--- src/rtl/rpq_pkg.sv ---
// package for the receive preamble/sync qualifier
`default_nettype none
package rpq_pkg;
   // register offsets (byte registers on the plain port)
   localparam logic [7:0] STS1_ADDR     = 8'h03;
   localparam logic [7:0] STS2_ADDR     = 8'h04;
   localparam logic [7:0] DACC_ADDR     = 8'h30;
   localparam logic [7:0] HDR2_ADDR     = 8'h33;
   localparam logic [7:0] PLEN_ADDR     = 8'h34;
   localparam logic [7:0] PDET_ADDR     = 8'h35;
   localparam logic [7:0] SYNC3_ADDR    = 8'h36;
   localparam logic [7:0] SYNC2_ADDR    = 8'h37;
   localparam logic [7:0] SYNC1_ADDR    = 8'h38;
   localparam logic [7:0] SYNC0_ADDR    = 8'h39;
   localparam logic [7:0] IPRE_ADDR     = 8'h60;
   localparam logic [7:0] MODE_ADDR     = 8'h70;
   // reset values
   localparam logic [7:0] DACC_RST      = 8'h1D;
   localparam logic [7:0] HDR2_RST      = 8'h22;
   localparam logic [7:0] PLEN_RST      = 8'h07;
   localparam logic [7:0] PDET_RST      = 8'h20;
   localparam logic [7:0] SYNC3_RST     = 8'h2D;
   localparam logic [7:0] SYNC2_RST     = 8'hD4;
   localparam logic [7:0] SYNC1_RST     = 8'h00;
   localparam logic [7:0] SYNC0_RST     = 8'h00;
   localparam logic [7:0] IPRE_RST      = 8'h00;
   localparam logic [7:0] MODE_RST      = 8'h00;
   // field positions
   localparam int         MODE_WHITE_BIT = 0;
   localparam int         MODE_MANCH_BIT = 1;
   localparam int         MODE_MINV_BIT  = 2;
   localparam int         DACC_CRCD_BIT  = 5;
   localparam int         STS2_PDET_BIT  = 7;
   localparam int         STS2_IPRE_BIT  = 6;
   localparam int         STS1_SYNC_BIT  = 7;
   localparam int         STS1_MVIO_BIT  = 6;
   // timing in bit periods, and the pn9 seed
   localparam logic [5:0] SYNC_EXTRA    = 6'h04;
   localparam logic [5:0] NIBBLE_BITS   = 6'h04;
   localparam logic [8:0] PN9_SEED      = 9'h1FF;

   typedef enum logic [1:0] {RPQ_PRE, RPQ_SYNC, RPQ_PAY} rpq_state_t;

   typedef struct packed {
      logic whiten;
      logic manch;
      logic minv;
      logic crc_data_only;
   } rpq_cfg_t;
endpackage
`default_nettype wire

--- src/rtl/rpq_qualifier.sv ---
// receive preamble detect, sync search, manchester and de-whitening
//
// Our own choices: the register offsets and the address-and-strobe port.
`default_nettype none
module rpq_qualifier
(
   input  wire logic       i_clk,
   input  wire logic       i_nrst,
   input  wire logic       i_rx_sym,
   input  wire logic       i_rx_sym_vld,
   input  wire logic       i_pay_end,
   input  wire logic [7:0] i_addr,
   input  wire logic [7:0] i_wdata,
   input  wire logic       i_wr,
   input  wire logic       i_rd,
   output logic      [7:0] o_rdata,
   output logic            o_pre_det,
   output logic            o_pre_inv,
   output logic            o_sync_ok,
   output logic            o_data,
   output logic            o_data_vld,
   output logic            o_crc_hdr,
   output logic            o_man_err
);
   logic [7:0]            r_dacc;
   logic [7:0]            r_hdr2;
   logic [7:0]            r_plen;
   logic [7:0]            r_pdet;
   logic [31:0]           r_sync;
   logic [7:0]            r_ipre;
   logic [7:0]            r_mode;
   rpq_pkg::rpq_cfg_t     cfg;
   rpq_pkg::rpq_state_t   state;
   logic                  sym_m;
   logic                  sym_s;
   logic                  vld_m;
   logic                  vld_s;
   logic                  vld_d;
   logic                  half;
   logic                  first_sym;
   logic                  bit_in;
   logic                  bit_stb;
   logic                  viol;
   logic                  last_bit;
   logic [6:0]            run;
   logic [6:0]            thr_bits;
   logic [5:0]            win_bits;
   logic [5:0]            ipre_cnt;
   logic [31:0]           shreg;
   logic [5:0]            sync_bits;
   logic [5:0]            to_cnt;
   logic                  to_run;
   logic                  sync_hit;
   logic [31:0]           sync_mask;
   logic [8:0]            pn9;
   logic                  sts_pdet;
   logic                  sts_ipre;
   logic                  sts_sync;
   logic                  sts_mvio;
   logic                  rd_sts1;
   logic                  rd_sts2;

   assign cfg.whiten        = r_mode[rpq_pkg::MODE_WHITE_BIT];
   assign cfg.manch         = r_mode[rpq_pkg::MODE_MANCH_BIT];
   assign cfg.minv          = r_mode[rpq_pkg::MODE_MINV_BIT];
   assign cfg.crc_data_only = r_dacc[rpq_pkg::DACC_CRCD_BIT];
   assign o_crc_hdr         = ~cfg.crc_data_only;

   // register port
   always_ff @(posedge i_clk or negedge i_nrst)
   begin
      if (!i_nrst)
      begin
         r_dacc <= rpq_pkg::DACC_RST;
         r_hdr2 <= rpq_pkg::HDR2_RST;
         r_plen <= rpq_pkg::PLEN_RST;
         r_pdet <= rpq_pkg::PDET_RST;
         r_sync <= {rpq_pkg::SYNC3_RST, rpq_pkg::SYNC2_RST,
                    rpq_pkg::SYNC1_RST, rpq_pkg::SYNC0_RST};
         r_ipre <= rpq_pkg::IPRE_RST;
         r_mode <= rpq_pkg::MODE_RST;
      end
      else if (i_wr)
      begin
         unique case (i_addr)
            rpq_pkg::DACC_ADDR:  r_dacc <= i_wdata;
            rpq_pkg::HDR2_ADDR:  r_hdr2 <= i_wdata;
            rpq_pkg::PLEN_ADDR:  r_plen <= i_wdata;
            rpq_pkg::PDET_ADDR:  r_pdet <= {i_wdata[7:3], 3'h0};
            rpq_pkg::SYNC3_ADDR: r_sync[31:24] <= i_wdata;
            rpq_pkg::SYNC2_ADDR: r_sync[23:16] <= i_wdata;
            rpq_pkg::SYNC1_ADDR: r_sync[15:8]  <= i_wdata;
            rpq_pkg::SYNC0_ADDR: r_sync[7:0]   <= i_wdata;
            rpq_pkg::IPRE_ADDR:  r_ipre <= i_wdata;
            rpq_pkg::MODE_ADDR:  r_mode <= i_wdata;
            default:             ;
         endcase
      end
   end

   assign rd_sts1 = i_rd && (i_addr == rpq_pkg::STS1_ADDR);
   assign rd_sts2 = i_rd && (i_addr == rpq_pkg::STS2_ADDR);

   always_ff @(posedge i_clk or negedge i_nrst)
   begin
      if (!i_nrst)
         o_rdata <= 8'h00;
      else if (i_rd)
      begin
         unique case (i_addr)
            rpq_pkg::STS1_ADDR:  o_rdata <= {sts_sync, sts_mvio, 6'h00};
            rpq_pkg::STS2_ADDR:  o_rdata <= {sts_pdet, sts_ipre, 6'h00};
            rpq_pkg::DACC_ADDR:  o_rdata <= r_dacc;
            rpq_pkg::HDR2_ADDR:  o_rdata <= r_hdr2;
            rpq_pkg::PLEN_ADDR:  o_rdata <= r_plen;
            rpq_pkg::PDET_ADDR:  o_rdata <= r_pdet;
            rpq_pkg::SYNC3_ADDR: o_rdata <= r_sync[31:24];
            rpq_pkg::SYNC2_ADDR: o_rdata <= r_sync[23:16];
            rpq_pkg::SYNC1_ADDR: o_rdata <= r_sync[15:8];
            rpq_pkg::SYNC0_ADDR: o_rdata <= r_sync[7:0];
            rpq_pkg::IPRE_ADDR:  o_rdata <= r_ipre;
            rpq_pkg::MODE_ADDR:  o_rdata <= r_mode;
            default:             o_rdata <= 8'h00;
         endcase
      end
      else
         o_rdata <= 8'h00;
   end

   // two-flop sync of line symbols
   always_ff @(posedge i_clk or negedge i_nrst)
   begin
      if (!i_nrst)
      begin
         sym_m <= 1'b0;
         sym_s <= 1'b0;
         vld_m <= 1'b0;
         vld_s <= 1'b0;
         vld_d <= 1'b0;
      end
      else
      begin
         sym_m <= i_rx_sym;
         sym_s <= sym_m;
         vld_m <= i_rx_sym_vld;
         vld_s <= vld_m;
         vld_d <= vld_s;
      end
   end

   // manchester pairing: two symbols per bit
   always_ff @(posedge i_clk or negedge i_nrst)
   begin
      if (!i_nrst)
      begin
         half      <= 1'b0;
         first_sym <= 1'b0;
      end
      else if (!cfg.manch)
         half <= 1'b0;
      else if (vld_s && !vld_d)
      begin
         half      <= ~half;
         first_sym <= sym_s;
      end
   end

   always_comb
   begin
      bit_stb = vld_s && !vld_d && (!cfg.manch || half);
      viol    = cfg.manch && (first_sym == sym_s);
      if (cfg.manch)
         bit_in = first_sym ^ cfg.minv;
      else
         bit_in = sym_s;
   end

   // preamble run length, alternating with zero first
   assign thr_bits = {r_pdet[7:3], 2'h0};
   assign win_bits = {2'h0, r_ipre[7:4]} * rpq_pkg::NIBBLE_BITS;

   always_ff @(posedge i_clk or negedge i_nrst)
   begin
      if (!i_nrst)
      begin
         run      <= 7'h00;
         last_bit <= 1'b1;
      end
      else if (state != rpq_pkg::RPQ_PRE)
      begin
         run      <= 7'h00;
         last_bit <= 1'b1;
      end
      else if (bit_stb)
      begin
         last_bit <= bit_in;
         if (run == 7'h00)
            run <= bit_in ? 7'h00 : 7'h01;
         else if (bit_in != last_bit && !viol)
            run <= (run == 7'h7F) ? run : run + 7'h01;
         else
            run <= bit_in ? 7'h00 : 7'h01;
      end
   end

   assign o_pre_det = (state == rpq_pkg::RPQ_PRE) && bit_stb &&
                      (thr_bits != 7'h00) && (run + 7'h01 >= thr_bits) &&
                      (bit_in != last_bit);

   // sync length and search
   assign sync_bits = {1'h0, r_hdr2[2:1], 3'h0} + 6'h08;
   always_comb
   begin
      unique case (r_hdr2[2:1])
         2'h0: sync_mask = 32'hFF000000;
         2'h1: sync_mask = 32'hFFFF0000;
         2'h2: sync_mask = 32'hFFFFFF00;
         2'h3: sync_mask = 32'hFFFFFFFF;
      endcase
   end

   // sync word left-aligned against r_sync so msb byte arrives first
   assign sync_hit = (((({shreg[30:0], bit_in} << (6'h20 - sync_bits))
                     ^ r_sync) & sync_mask) == 32'h0);

   always_ff @(posedge i_clk or negedge i_nrst)
   begin
      if (!i_nrst)
         shreg <= 32'h0;
      else if (bit_stb)
         shreg <= {shreg[30:0], bit_in};
   end

   always_ff @(posedge i_clk or negedge i_nrst)
   begin
      if (!i_nrst)
      begin
         state  <= rpq_pkg::RPQ_PRE;
         to_cnt <= 6'h00;
         to_run <= 1'b0;
      end
      else
      begin
         unique case (state)
            rpq_pkg::RPQ_PRE:
               if (o_pre_det)
               begin
                  state  <= rpq_pkg::RPQ_SYNC;
                  to_run <= 1'b0;
                  to_cnt <= 6'h00;
               end
            rpq_pkg::RPQ_SYNC:
               if (bit_stb)
               begin
                  if (to_run && sync_hit)
                     state <= rpq_pkg::RPQ_PAY;
                  else if (!to_run && bit_in == shreg[0])
                  begin
                     to_run <= 1'b1;
                     to_cnt <= 6'h01;
                  end
                  else if (to_run && to_cnt >= sync_bits + rpq_pkg::SYNC_EXTRA)
                  begin
                     state  <= rpq_pkg::RPQ_PRE;
                     to_run <= 1'b0;
                  end
                  else if (to_run)
                     to_cnt <= to_cnt + 6'h01;
               end
            rpq_pkg::RPQ_PAY:
               if (i_pay_end)
                  state <= rpq_pkg::RPQ_PRE;
         endcase
      end
   end

   assign o_sync_ok = (state == rpq_pkg::RPQ_PAY);

   // invalid preamble window
   always_ff @(posedge i_clk or negedge i_nrst)
   begin
      if (!i_nrst)
         ipre_cnt <= 6'h00;
      else if (state != rpq_pkg::RPQ_PRE || o_pre_det)
         ipre_cnt <= 6'h00;
      else if (bit_stb && ipre_cnt != 6'h3F)
         ipre_cnt <= ipre_cnt + 6'h01;
   end
   assign o_pre_inv = (state == rpq_pkg::RPQ_PRE) && (win_bits != 6'h00) &&
                      bit_stb && (ipre_cnt + 6'h01 == win_bits);

   // pn9 de-whitening, x9+x5+1, seeded at payload start
   always_ff @(posedge i_clk or negedge i_nrst)
   begin
      if (!i_nrst)
         pn9 <= rpq_pkg::PN9_SEED;
      else if (state != rpq_pkg::RPQ_PAY)
         pn9 <= rpq_pkg::PN9_SEED;
      else if (bit_stb)
         pn9 <= {pn9[0] ^ pn9[5], pn9[8:1]};
   end

   always_ff @(posedge i_clk or negedge i_nrst)
   begin
      if (!i_nrst)
      begin
         o_data     <= 1'b0;
         o_data_vld <= 1'b0;
         o_man_err  <= 1'b0;
      end
      else
      begin
         o_data_vld <= bit_stb && (state == rpq_pkg::RPQ_PAY);
         o_man_err  <= bit_stb && viol;
         o_data     <= bit_in ^ (cfg.whiten & pn9[0]);
      end
   end

   // sticky status, set wins over read-clear
   always_ff @(posedge i_clk or negedge i_nrst)
   begin
      if (!i_nrst)
      begin
         sts_pdet <= 1'b0;
         sts_ipre <= 1'b0;
         sts_sync <= 1'b0;
         sts_mvio <= 1'b0;
      end
      else
      begin
         sts_pdet <= o_pre_det | (sts_pdet & ~rd_sts2);
         sts_ipre <= o_pre_inv | (sts_ipre & ~rd_sts2);
         sts_sync <= (state == rpq_pkg::RPQ_SYNC && bit_stb && to_run &&
                      sync_hit) |
                     (sts_sync & ~rd_sts1);
         sts_mvio <= (bit_stb & viol) | (sts_mvio & ~rd_sts1);
      end
   end
endmodule
`default_nettype wire

--- config.mk ---
export PLATFORM = sky130hd
export DESIGN_NAME = rpq_qualifier
export DESIGN_NICKNAME = d
export VERILOG_FILES = /design/src/rtl/rpq_pkg.sv /design/src/rtl/rpq_qualifier.sv
export SDC_FILE = /design/constraint.sdc
export NUM_CORES = 1
export LEC_CHECK = 0
export BUFFER_PORTS_ARGS = -buffer_cell sky130_fd_sc_hd__buf_2
export CORE_MARGIN = 2
export CORE_UTILIZATION = 55
export DETAILED_ROUTE_END_ITERATION = 8
export PLACE_DENSITY = 0.75
export SLEW_MARGIN = 40
export SYNTH_ARGS = -nofsm -noshare
export SYNTH_HDL_FRONTEND = slang
export SYNTH_SLANG_ARGS = --single-unit
--- constraint.sdc ---
create_clock -name i_clk -period 3.45 [get_ports i_clk]
set_input_delay 0.345 -clock i_clk [delete_from_list [all_inputs] [get_ports i_clk]]
set_output_delay 0.345 -clock i_clk [all_outputs]
set_load 0.05 [all_outputs]
# Yosys cells after proc, flatten, opt, wreduce, memory -nomap -nowiden
# Cells that the tools add are included.
dict set report word_totals {
  romBits 0
  ram_bits 0
  output_inout_bits 15
  latchBits 0
  register_bits 162
  memories 0
  word_cells 188
}
dict set report classes {
  reduce_logical 54
  n_addsub 6
  n_mul 0
  eq_ne 35
  n_bitwise 19
  n_lt_le_gt_ge 2
  div 0
  shift 1
  n_mux 38
}
# cell n
set op_table {}
lappend op_table {{$pmux 32 s4} 1}
lappend op_table {{$pmux 8 s12} 1}
lappend op_table {{$eq 8x6->1 const B} 8}
lappend op_table {{$mux 6} 8}
lappend op_table {{$mux 7} 5}
lappend op_table {{$and 32x32->32} 1}
lappend op_table {{$logic_not 32->1} 1}
lappend op_table {{$shl 32x6->32} 1}
lappend op_table {{$xor 32x32->32} 1}
lappend op_table {{$reduce_and 2->1} 12}
lappend op_table {{$logic_and 1x1->1} 22}
lappend op_table {{$mux 9} 2}
lappend op_table {{$eq 8x7->1 const B} 2}
lappend op_table {{$ne 3x3->1 const B} 5}
lappend op_table {{$add 6x1->6 const B} 2}
lappend op_table {{$mux 2} 6}
lappend op_table {{$pmux 6 s2} 1}
lappend op_table {{$mux 1} 11}
lappend op_table {{$ne 2x2->1 const B} 5}
lappend op_table {{$reduce_and 5->1} 2}
lappend op_table {{$reduce_bool 2->1} 5}
lappend op_table {{$eq 8x2->1 const B} 1}
lappend op_table {{$eq 8x3->1 const B} 1}
lappend op_table {{$mux 8} 1}
lappend op_table {{28 further kinds} 50}

# Depth between registers and ports, before layout
# Gate-level depths: netlist of run 1.
dict set report logic_depth {
  depth_word 10
  mapped_depth 13
  mapped_depth_nobuf 13
}

# Least setup slack after synthesis of run 1
# OpenSTA, ideal clock, no wires.
dict set report synth_path {
  path_kind {reg-to-output}
  startpoint {register ipre_cnt[0]}
  endpoint {output o_pre_inv}
  path_stages_with_launch 6
  required_ps 3105
  path_slack_ps -655
  n_path_buf 0
  arrival_ps 3760
  path_cell_list {dfrtp_1 > ha_1 > nand3_1 > xnor2_1 > or3_1 > a2111oi_0}
}
dict set report synth_between {
  elab_chain_len 3
}
# item line
set synth_rtl {}
lappend synth_rtl {{start: declaration} rpq_qualifier.sv:48} ;# logic [5:0] ipre_cnt;
lappend synth_rtl {{start signal: assignment} rpq_qualifier.sv:287} ;# ipre_cnt <= ipre_cnt + 6'h01;
lappend synth_rtl {{$add 6x1->6} rpq_qualifier.sv:290} ;# bit_stb && (ipre_cnt + 6'h01 == win_bits);
lappend synth_rtl {{$eq 6x6->1} rpq_qualifier.sv:290}
lappend synth_rtl {{$logic_and 1x1->1} rpq_qualifier.sv:290}
lappend synth_rtl {{end: declaration} rpq_qualifier.sv:18} ;# output logic o_pre_inv,
# No other way between the ends.

# Worst setup path in the final report of run 1
dict set report layout_path {
  startpoint {register r_hdr2[1]}
  endpoint {register to_cnt[4]}
}
dict set report layout_between {
  elab_chain_len 9
}
# item line
set layout_rtl {}
lappend layout_rtl {{start: declaration} rpq_qualifier.sv:26} ;# logic [7:0] r_hdr2;
lappend layout_rtl {{start signal: assignment} rpq_qualifier.sv:75} ;# r_hdr2 <= rpq_pkg::HDR2_RST;
lappend layout_rtl {{start signal: assignment} rpq_qualifier.sv:87} ;# rpq_pkg::HDR2_ADDR: r_hdr2 <= i_wdata;
lappend layout_rtl {{$add 5x4->6} rpq_qualifier.sv:211} ;# assign sync_bits = {1'h0, r_hdr2[2:1], 3'h0} + 6'h08;
lappend layout_rtl {{$sub 6x6->6} rpq_qualifier.sv:223} ;# assign sync_hit = (((({shreg[30:0], bit_in} << (6'h20 - sync_bits))
lappend layout_rtl {{$shl 32x6->32} rpq_qualifier.sv:223}
lappend layout_rtl {{$xor 32x32->32} rpq_qualifier.sv:224} ;# ^ r_sync) & sync_mask) == 32'h0);
lappend layout_rtl {{$and 32x32->32} rpq_qualifier.sv:224}
lappend layout_rtl {{$logic_not 32->1} rpq_qualifier.sv:223}
lappend layout_rtl {{$logic_and 1x1->1} rpq_qualifier.sv:255} ;# if (to_run && sync_hit)
lappend layout_rtl {{$ne 2x2->1 (no source line)} n/a}
lappend layout_rtl {{$reduce_and 6->1 (no source line) (*)} n/a}
lappend layout_rtl {{end signal: assignment} rpq_qualifier.sv:268} ;# to_cnt <= to_cnt + 6'h01;
lappend layout_rtl {{end: declaration} rpq_qualifier.sv:51} ;# logic [5:0] to_cnt;
# Every way passes the cells marked *; elsewhere a longest branch is shown, timed or not. The select of a mux whose other input is x is not followed.
# A chain may end at the register's enable or synchronous reset.

==> results of run 1 <==
## path summary, 6_finish.rpt
path / start / to
min in group i_clk: i_rx_sym / sym_m$_DFF_PN0_
hold reg to reg: sym_m$_DFF_PN0_ / sym_s$_DFF_PN0_
max in group asynchronous: i_nrst / r_plen[2]$_DFFE_PN1P_
hold / removal: i_nrst / o_data_vld$_DFF_PN0_
setup / recovery: r_hdr2[1]$_DFFE_PN1P_ / to_cnt[4]$_DFFE_PN0P_
setup reg to reg: r_hdr2[1]$_DFFE_PN1P_ / to_cnt[4]$_DFFE_PN0P_
## repair_timing
action / CTS / global route
endpoints found under the setup margin: 1 / 11
gates resized for setup: 2 / 10
hold endpoints to repair: 0 / 0
hold buffers: 0 / 0
pin swaps: 0 / 2
## sequential cells by signal, summed over array words and instances (netlist names), 2 cells and up
name / cells
r_sync: 32
shreg: 31
pn9: 9
o_rdata: 8
r_dacc: 8
r_hdr2: 8
r_ipre: 8
r_mode: 8
r_plen: 8
run: 7
ipre_cnt: 6
to_cnt: 6
r_pdet: 5
state: 2
## per-layer routing
| layer | up-vias | share of wire, % | track usage [%] |
|---|---|---|---|
| met5 | - | 0 | 0 |
| met4 | 0 | 2.1 | 8.22 |
| met3 | 36 | 6.9 | 7.59 |
| met2 | 246 | 47 | 42.8 |
| met1 | 3258 | 44 | 37.5 |
| li1 | 3013 | - | - |
## area by class of cell
class | count | area [sq um]
Clock inverter | 15 | 129
Sequential cell | 162 | 4090
Tap cell | 211 | 264
Fill cell | 1227 | 5600
Inverter | 26 | 97.6
Timing Repair Buffer | 54 | 328
Clock buffer | 17 | 425
Multi-Input combinational cell | 605 | 4380
## cells in the mapped netlist, types with 5 or more instances
cell type  count  area share, %
nand2_1      155            6.7
dfrtp_1      134             39
mux2_2        80             10
xnor2_1       37            3.7
nor2_1        32            1.4
a21oi_1       28            1.6
dfstp_2       28            8.5
mux2i_1       26            3.0
inv_1         25            1.1
clkbuf_1      24            1.0
o21ai_0       24            1.4
nand3_1       22            1.3
ha_1          21            3.0
xor2_1        20            2.0
buf_1         11           0.47
nor3_1        11           0.63
mux4_2         9            2.3
nand4_1        9           0.65
o22ai_1        9           0.65
a22oi_1        8           0.69
and3_1         8           0.58
a21o_1         7           0.60
and2_1         7           0.50
nor2b_1        7           0.50
a222oi_1       6           0.69
nand2b_1       5           0.36
nand3b_1       5           0.43
## cell families after synthesis
| logic type | after synthesis | synth area share, % |
|---|---|---|
| xor gates and xnor gates | 57 | 5.74 |
| DFF | 162 | 47.0 |
| adders and majority gates | 21 | 3.02 |
| muxes | 115 | 15.7 |
| and+or+nand+nor | 284 | 15.2 |
| AOI/OAI and AO/OA | 128 | 10.3 |
| buffers and inverters | 67 | 3.12 |
## power groups by stage
stage | logic, mW | registers (mW) | clock network [mW]
4_1_cts | 0.884 | 2.25 | 1.83
2_1_floorplan | 0.687 | 2.19 | 0
3_5_place_dp | 0.873 | 2.29 | 0
3_3_place_gp | 0.863 | 2.28 | 0
5_1_grt | 0.990 | 2.28 | 1.91
6_report | 0.886 | 2.26 | 1.80
==> out/qor.csv, run 1 <==
metric,value,unit
status,finished with violations,
failing checks,negative hold slack,
CP Class,flip-flop to flip-flop,
share of cells above drive strength 1,25.6,%
Critical Path Stages,11,
CTS tree,yes,
Max Freq,309,MHz
routability cong.,0.918,
largest net degree at the start of global routing,87,
wire per inst,19.9,microns
Final period util,93.8,%
Total GRT Usage,27.4,%
1st-iter DRT viols,610,
clk_lat worst skew,0.44,ns
Hold Path Class,primary input to async pin,
placed instance area,9120,sq um
P&R area growth vs syn,11.7,%
Row Count,45,
CP peak stage delay,0.53,ns
Post-synth EDFFs,0,
"reg-to-reg slack, setup",0.22,ns
skew final,0.00838,ns
Flop pwr share,45.7,%
# setup viols final,0,
worst path cell trace,inv_1 -> ha_2 -> nor2b_2 -> a22oi_1 -> xnor2_1 -> nor4_1 -> a311oi_2 -> a2111oi_4 -> buf_4 -> or2_2 -> o221ai_1,
"Data arrival, critical path",3.54,ns
TritonCTS Buffers,17,
Netlist Area Pre-Place,8700,sq um
max-cap check violation count,0,
total power,4.95,mW
cell count after synthesis,834,
CTS HTree Levels,4,
Syn Area/Cell,10.4,sq um
clk buf depth,2,
first-pass GRT wire length,35100,microns
Cell Pwr Density,510,nW/um^2
Yosys warnings,0,
Clock Power Share,36.4,%
"commonest non-fill, non-tap cell in the layout",nand2_1,
Final min period,3.23,ns
NumNets Final,910,
setup ws final,0.216,ns
Startpoint Class,flip-flop,
Switching Fraction,31.7,%
"Hold Vio Cnt, Final",63,
core area,15300,sq um
worst endpoint required time,3.75,ns
# DRC,0,
CP top delay family,simple AND/OR/NAND/NOR gates,
DP Cell Count,1058,
post-DR vias/cell,6.01,
Max Slew Vio Count,0,
Psw,1.57,mW
diode count,0,
"Async S/R FF share, synth",100,%
initial antenna violation count,0,
Root Buffer,clkbuf_16,
Die Wd,130,microns
vias in the first global route,6479,
most frequent cells in the layout,"155 x nand2_1, 132 x dfrtp_1, 80 x mux2_2, 37 x xnor2_1, 35 x buf_2",
postcts setup bufs,0,
placed wire-length estimate,14900,microns
crit-path max FO,9,
combinational power share,17.9,%
"Seq/Total Area, Yosys",47.0,%
Pre-Repair DR Iteration Count,7,
CP max stage cell,dfstp_2,
I/O pins,38,
post-route design area,9720,sq um
Worst Setup End Kind,flip-flop,
pre-CTS WS,0.0413,ns
"Remaining Overflow, GRT",0,
WL final,21600,microns
internal power,3.38,mW
LEAKAGE,4.49,nW
PortBufs,37,
RSZ-0062 raised after global routing,no,
Finished Core Util,63.4,%
WHS,-0.0445,ns
Initial Util,56.8,%
Max IR drop VDD,510,uV
top_reg_cell synth,dfrtp_1,
Via Count,6553,
final setup TNS,0,ns
Clock Sinks,162,
Unique masters post-synth,63,
Final Non-Filler Cells,1090,
Slew HR,48.9,%
r2r worst-path depth,11,
clk slew on worst S/H paths,0.07,ns
Slew @ Worst Pin,0.764,ns
syn_nets,878,
"Buf+Inv Stages, Crit Path",2,
chip height,130,microns
Seq cells post-synth,162,
Final ANT Viol Nets,0,
die area,16800,sq um
Note: power is estimated with default switching activity, not from simulation.
==> run 2, diff against run 1 <==
RECOVER_POWER = 100   (was default)
==> run 2 against run 1 <==
  * The run ends with max-capacitance violations, max-slew violations left
  * Combinational power shrank 1%
  * Die area stayed put
  * Clock skew fell by 0.0013 ns
  * Design area shrank 0.73%
  * Power is 0.19% lower
  * First-iteration DRC count decreased by 1.3%
  * Worst setup slack improved by 0.0022 ns
  * Worst hold slack improved by 0.065 ns
  * Sequential cell count unchanged
==> out/qor.csv, run 2 (same netlist as run 1, synthesis figures left out) <==
metric,value,unit
Slew HR,-42.3,%
failing checks,"max-capacitance violations, max-slew violations",
die area,16800,sq um
crit-path max FO,9,
"Remaining Overflow, GRT",0,
# setup viols final,0,
Final min period,3.23,ns
CTS tree,yes,
# DRC,0,
initial antenna violation count,0,
P&R area growth vs syn,10.9,%
post-DR vias/cell,6.00,
Largest register FFs,32,
share of cells above drive strength 1,22.8,%
pre-CTS WS,0.0413,ns
Hold Path Class,primary input to flip-flop,
setup ws final,0.218,ns
CTS HTree Levels,4,
NumNets Final,910,
Psw,1.57,mW
skew final,0.00709,ns
Final Non-Filler Cells,1090,
diode count,0,
Biggest register,r_sync,
"Hold Vio Cnt, Final",0,
"Buf+Inv Stages, Crit Path",2,
Cell Pwr Density,512,nW/um^2
postcts setup bufs,0,
Flop pwr share,45.8,%
status,finished with violations,
Slew @ Worst Pin,2.13,ns
Total GRT Usage,27.4,%
internal power,3.37,mW
Final ANT Viol Nets,0,
WL final,21700,microns
max-cap check violation count,1,
1st-iter DRT viols,602,
worst endpoint required time,3.76,ns
PortBufs,37,
clk_lat worst skew,0.43,ns
I/O pins,38,
Root Buffer,clkbuf_16,
wire per inst,19.9,microns
Final period util,93.7,%
Switching Fraction,31.8,%
Max IR drop VDD,510,uV
final setup TNS,0,ns
Row Count,45,
Clock Sinks,162,
Clock Power Share,36.5,%
vias in the first global route,6479,
largest net degree at the start of global routing,87,
Max Freq,309,MHz
routability cong.,0.918,
TritonCTS Buffers,17,
"commonest non-fill, non-tap cell in the layout",nand2_1,
CP Class,flip-flop to flip-flop,
Worst Setup End Kind,flip-flop,
core area,15300,sq um
WHS,0.0203,ns
CP peak stage delay,0.53,ns
Die Wd,130,microns
Initial Util,56.8,%
Via Count,6537,
CP max stage cell,dfstp_2,
clk slew on worst S/H paths,0.07,ns
Startpoint Class,flip-flop,
most frequent cells in the layout,"155 x nand2_1, 132 x dfrtp_1, 80 x mux2_2, 37 x xnor2_1, 31 x nor2_1",
combinational power share,17.7,%
clk buf depth,2,
"Data arrival, critical path",3.54,ns
DP Cell Count,1058,
LEAKAGE,4.39,nW
placed wire-length estimate,14900,microns
Pre-Repair DR Iteration Count,5,
top flop regs,"r_sync (32), shreg (31), pn9 (9)",
worst path cell trace,inv_1 -> ha_2 -> nor2b_2 -> a22oi_1 -> xnor2_1 -> nor4_1 -> a311oi_2 -> a2111oi_4 -> buf_4 -> or2_2 -> o221ai_1,
Max Slew Vio Count,87,
CP top delay family,simple AND/OR/NAND/NOR gates,
chip height,130,microns
first-pass GRT wire length,35100,microns
total power,4.94,mW
RSZ-0062 raised after global routing,no,
## run 2: layout make-up
class	instances	area [sq um]
clock buffers	17	425
clock inverters	15	129
fillers	1251	5670
inverters	26	97.6
multi-input cells	605	4380
flip-flops and latches	162	4090
well taps	211	264
repair buffers	54	262
## run 2: worst paths after layout
| kind | startpoint | to | slack (ns) | cells after the start |
|---|---|---|---|---|
| min in group asynchronous | i_nrst | o_data_vld$_DFF_PN0_ | 0.52 | 1 |
| max reg2reg | r_hdr2[1]$_DFFE_PN1P_ | to_cnt[4]$_DFFE_PN0P_ | 0.22 | 11 |
| min reg2reg | sym_m$_DFF_PN0_ | sym_s$_DFF_PN0_ | 0.35 | 0 |
| max in group asynchronous | i_nrst | run[1]$_DFFE_PN0P_ | 0.81 | 2 |
| min | i_rx_sym | sym_m$_DFF_PN0_ | 0.02 | 1 |
| max | r_hdr2[1]$_DFFE_PN1P_ | to_cnt[4]$_DFFE_PN0P_ | 0.22 | 11 |
## run 2: power by group through the flow
stage	Combinational, mW	Sequential [mW]	Clock (mW)
3_3_place_gp	0.863	2.28	0
2_1_floorplan	0.687	2.19	0
4_1_cts	0.884	2.25	1.83
5_1_grt	0.980	2.28	1.91
6_report	0.875	2.26	1.80
3_5_place_dp	0.873	2.29	0
## run 2: worst reg2reg max path: stages (launching register included)
cell and delay [ns]:
dfstp_2 0.53, inv_1 0.05, ha_2 0.44, nor2b_2 0.33, a22oi_1 0.13, xnor2_1 0.14, nor4_1 0.40, a311oi_2 0.19
a2111oi_4 0.37, buf_4 0.24, or2_2 0.17, o221ai_1 0.11
## run 2: stage by stage
step                utilization (%)  instance area, sq um
floorplan                         -                  8700
global placement               59.6                  9120
detailed placement             59.6                  9120
CTS                            63.2                  9680
global route                   63.0                  9650
finish                         63.0                  9650
## run 2: repair_timing
item                       4_1_cts  5_1_grt
gates cloned                     0        0
setup endpoints to repair        1       11
pin swaps                        0        2
resized for setup                2       10
hold endpoints to repair         0        0
hold buffers                     0        0
## run 2: per-layer routing
| layer | share of wire [%] | track usage (%) | routed length, microns |
|---|---|---|---|
| met1 | 44 | 37.5 | 9450 |
| met5 | 0 | 0 | 0 |
| met3 | 6.8 | 7.59 | 1480 |
| met2 | 48 | 42.8 | 10300 |
| met4 | 1.9 | 8.22 | 413 |
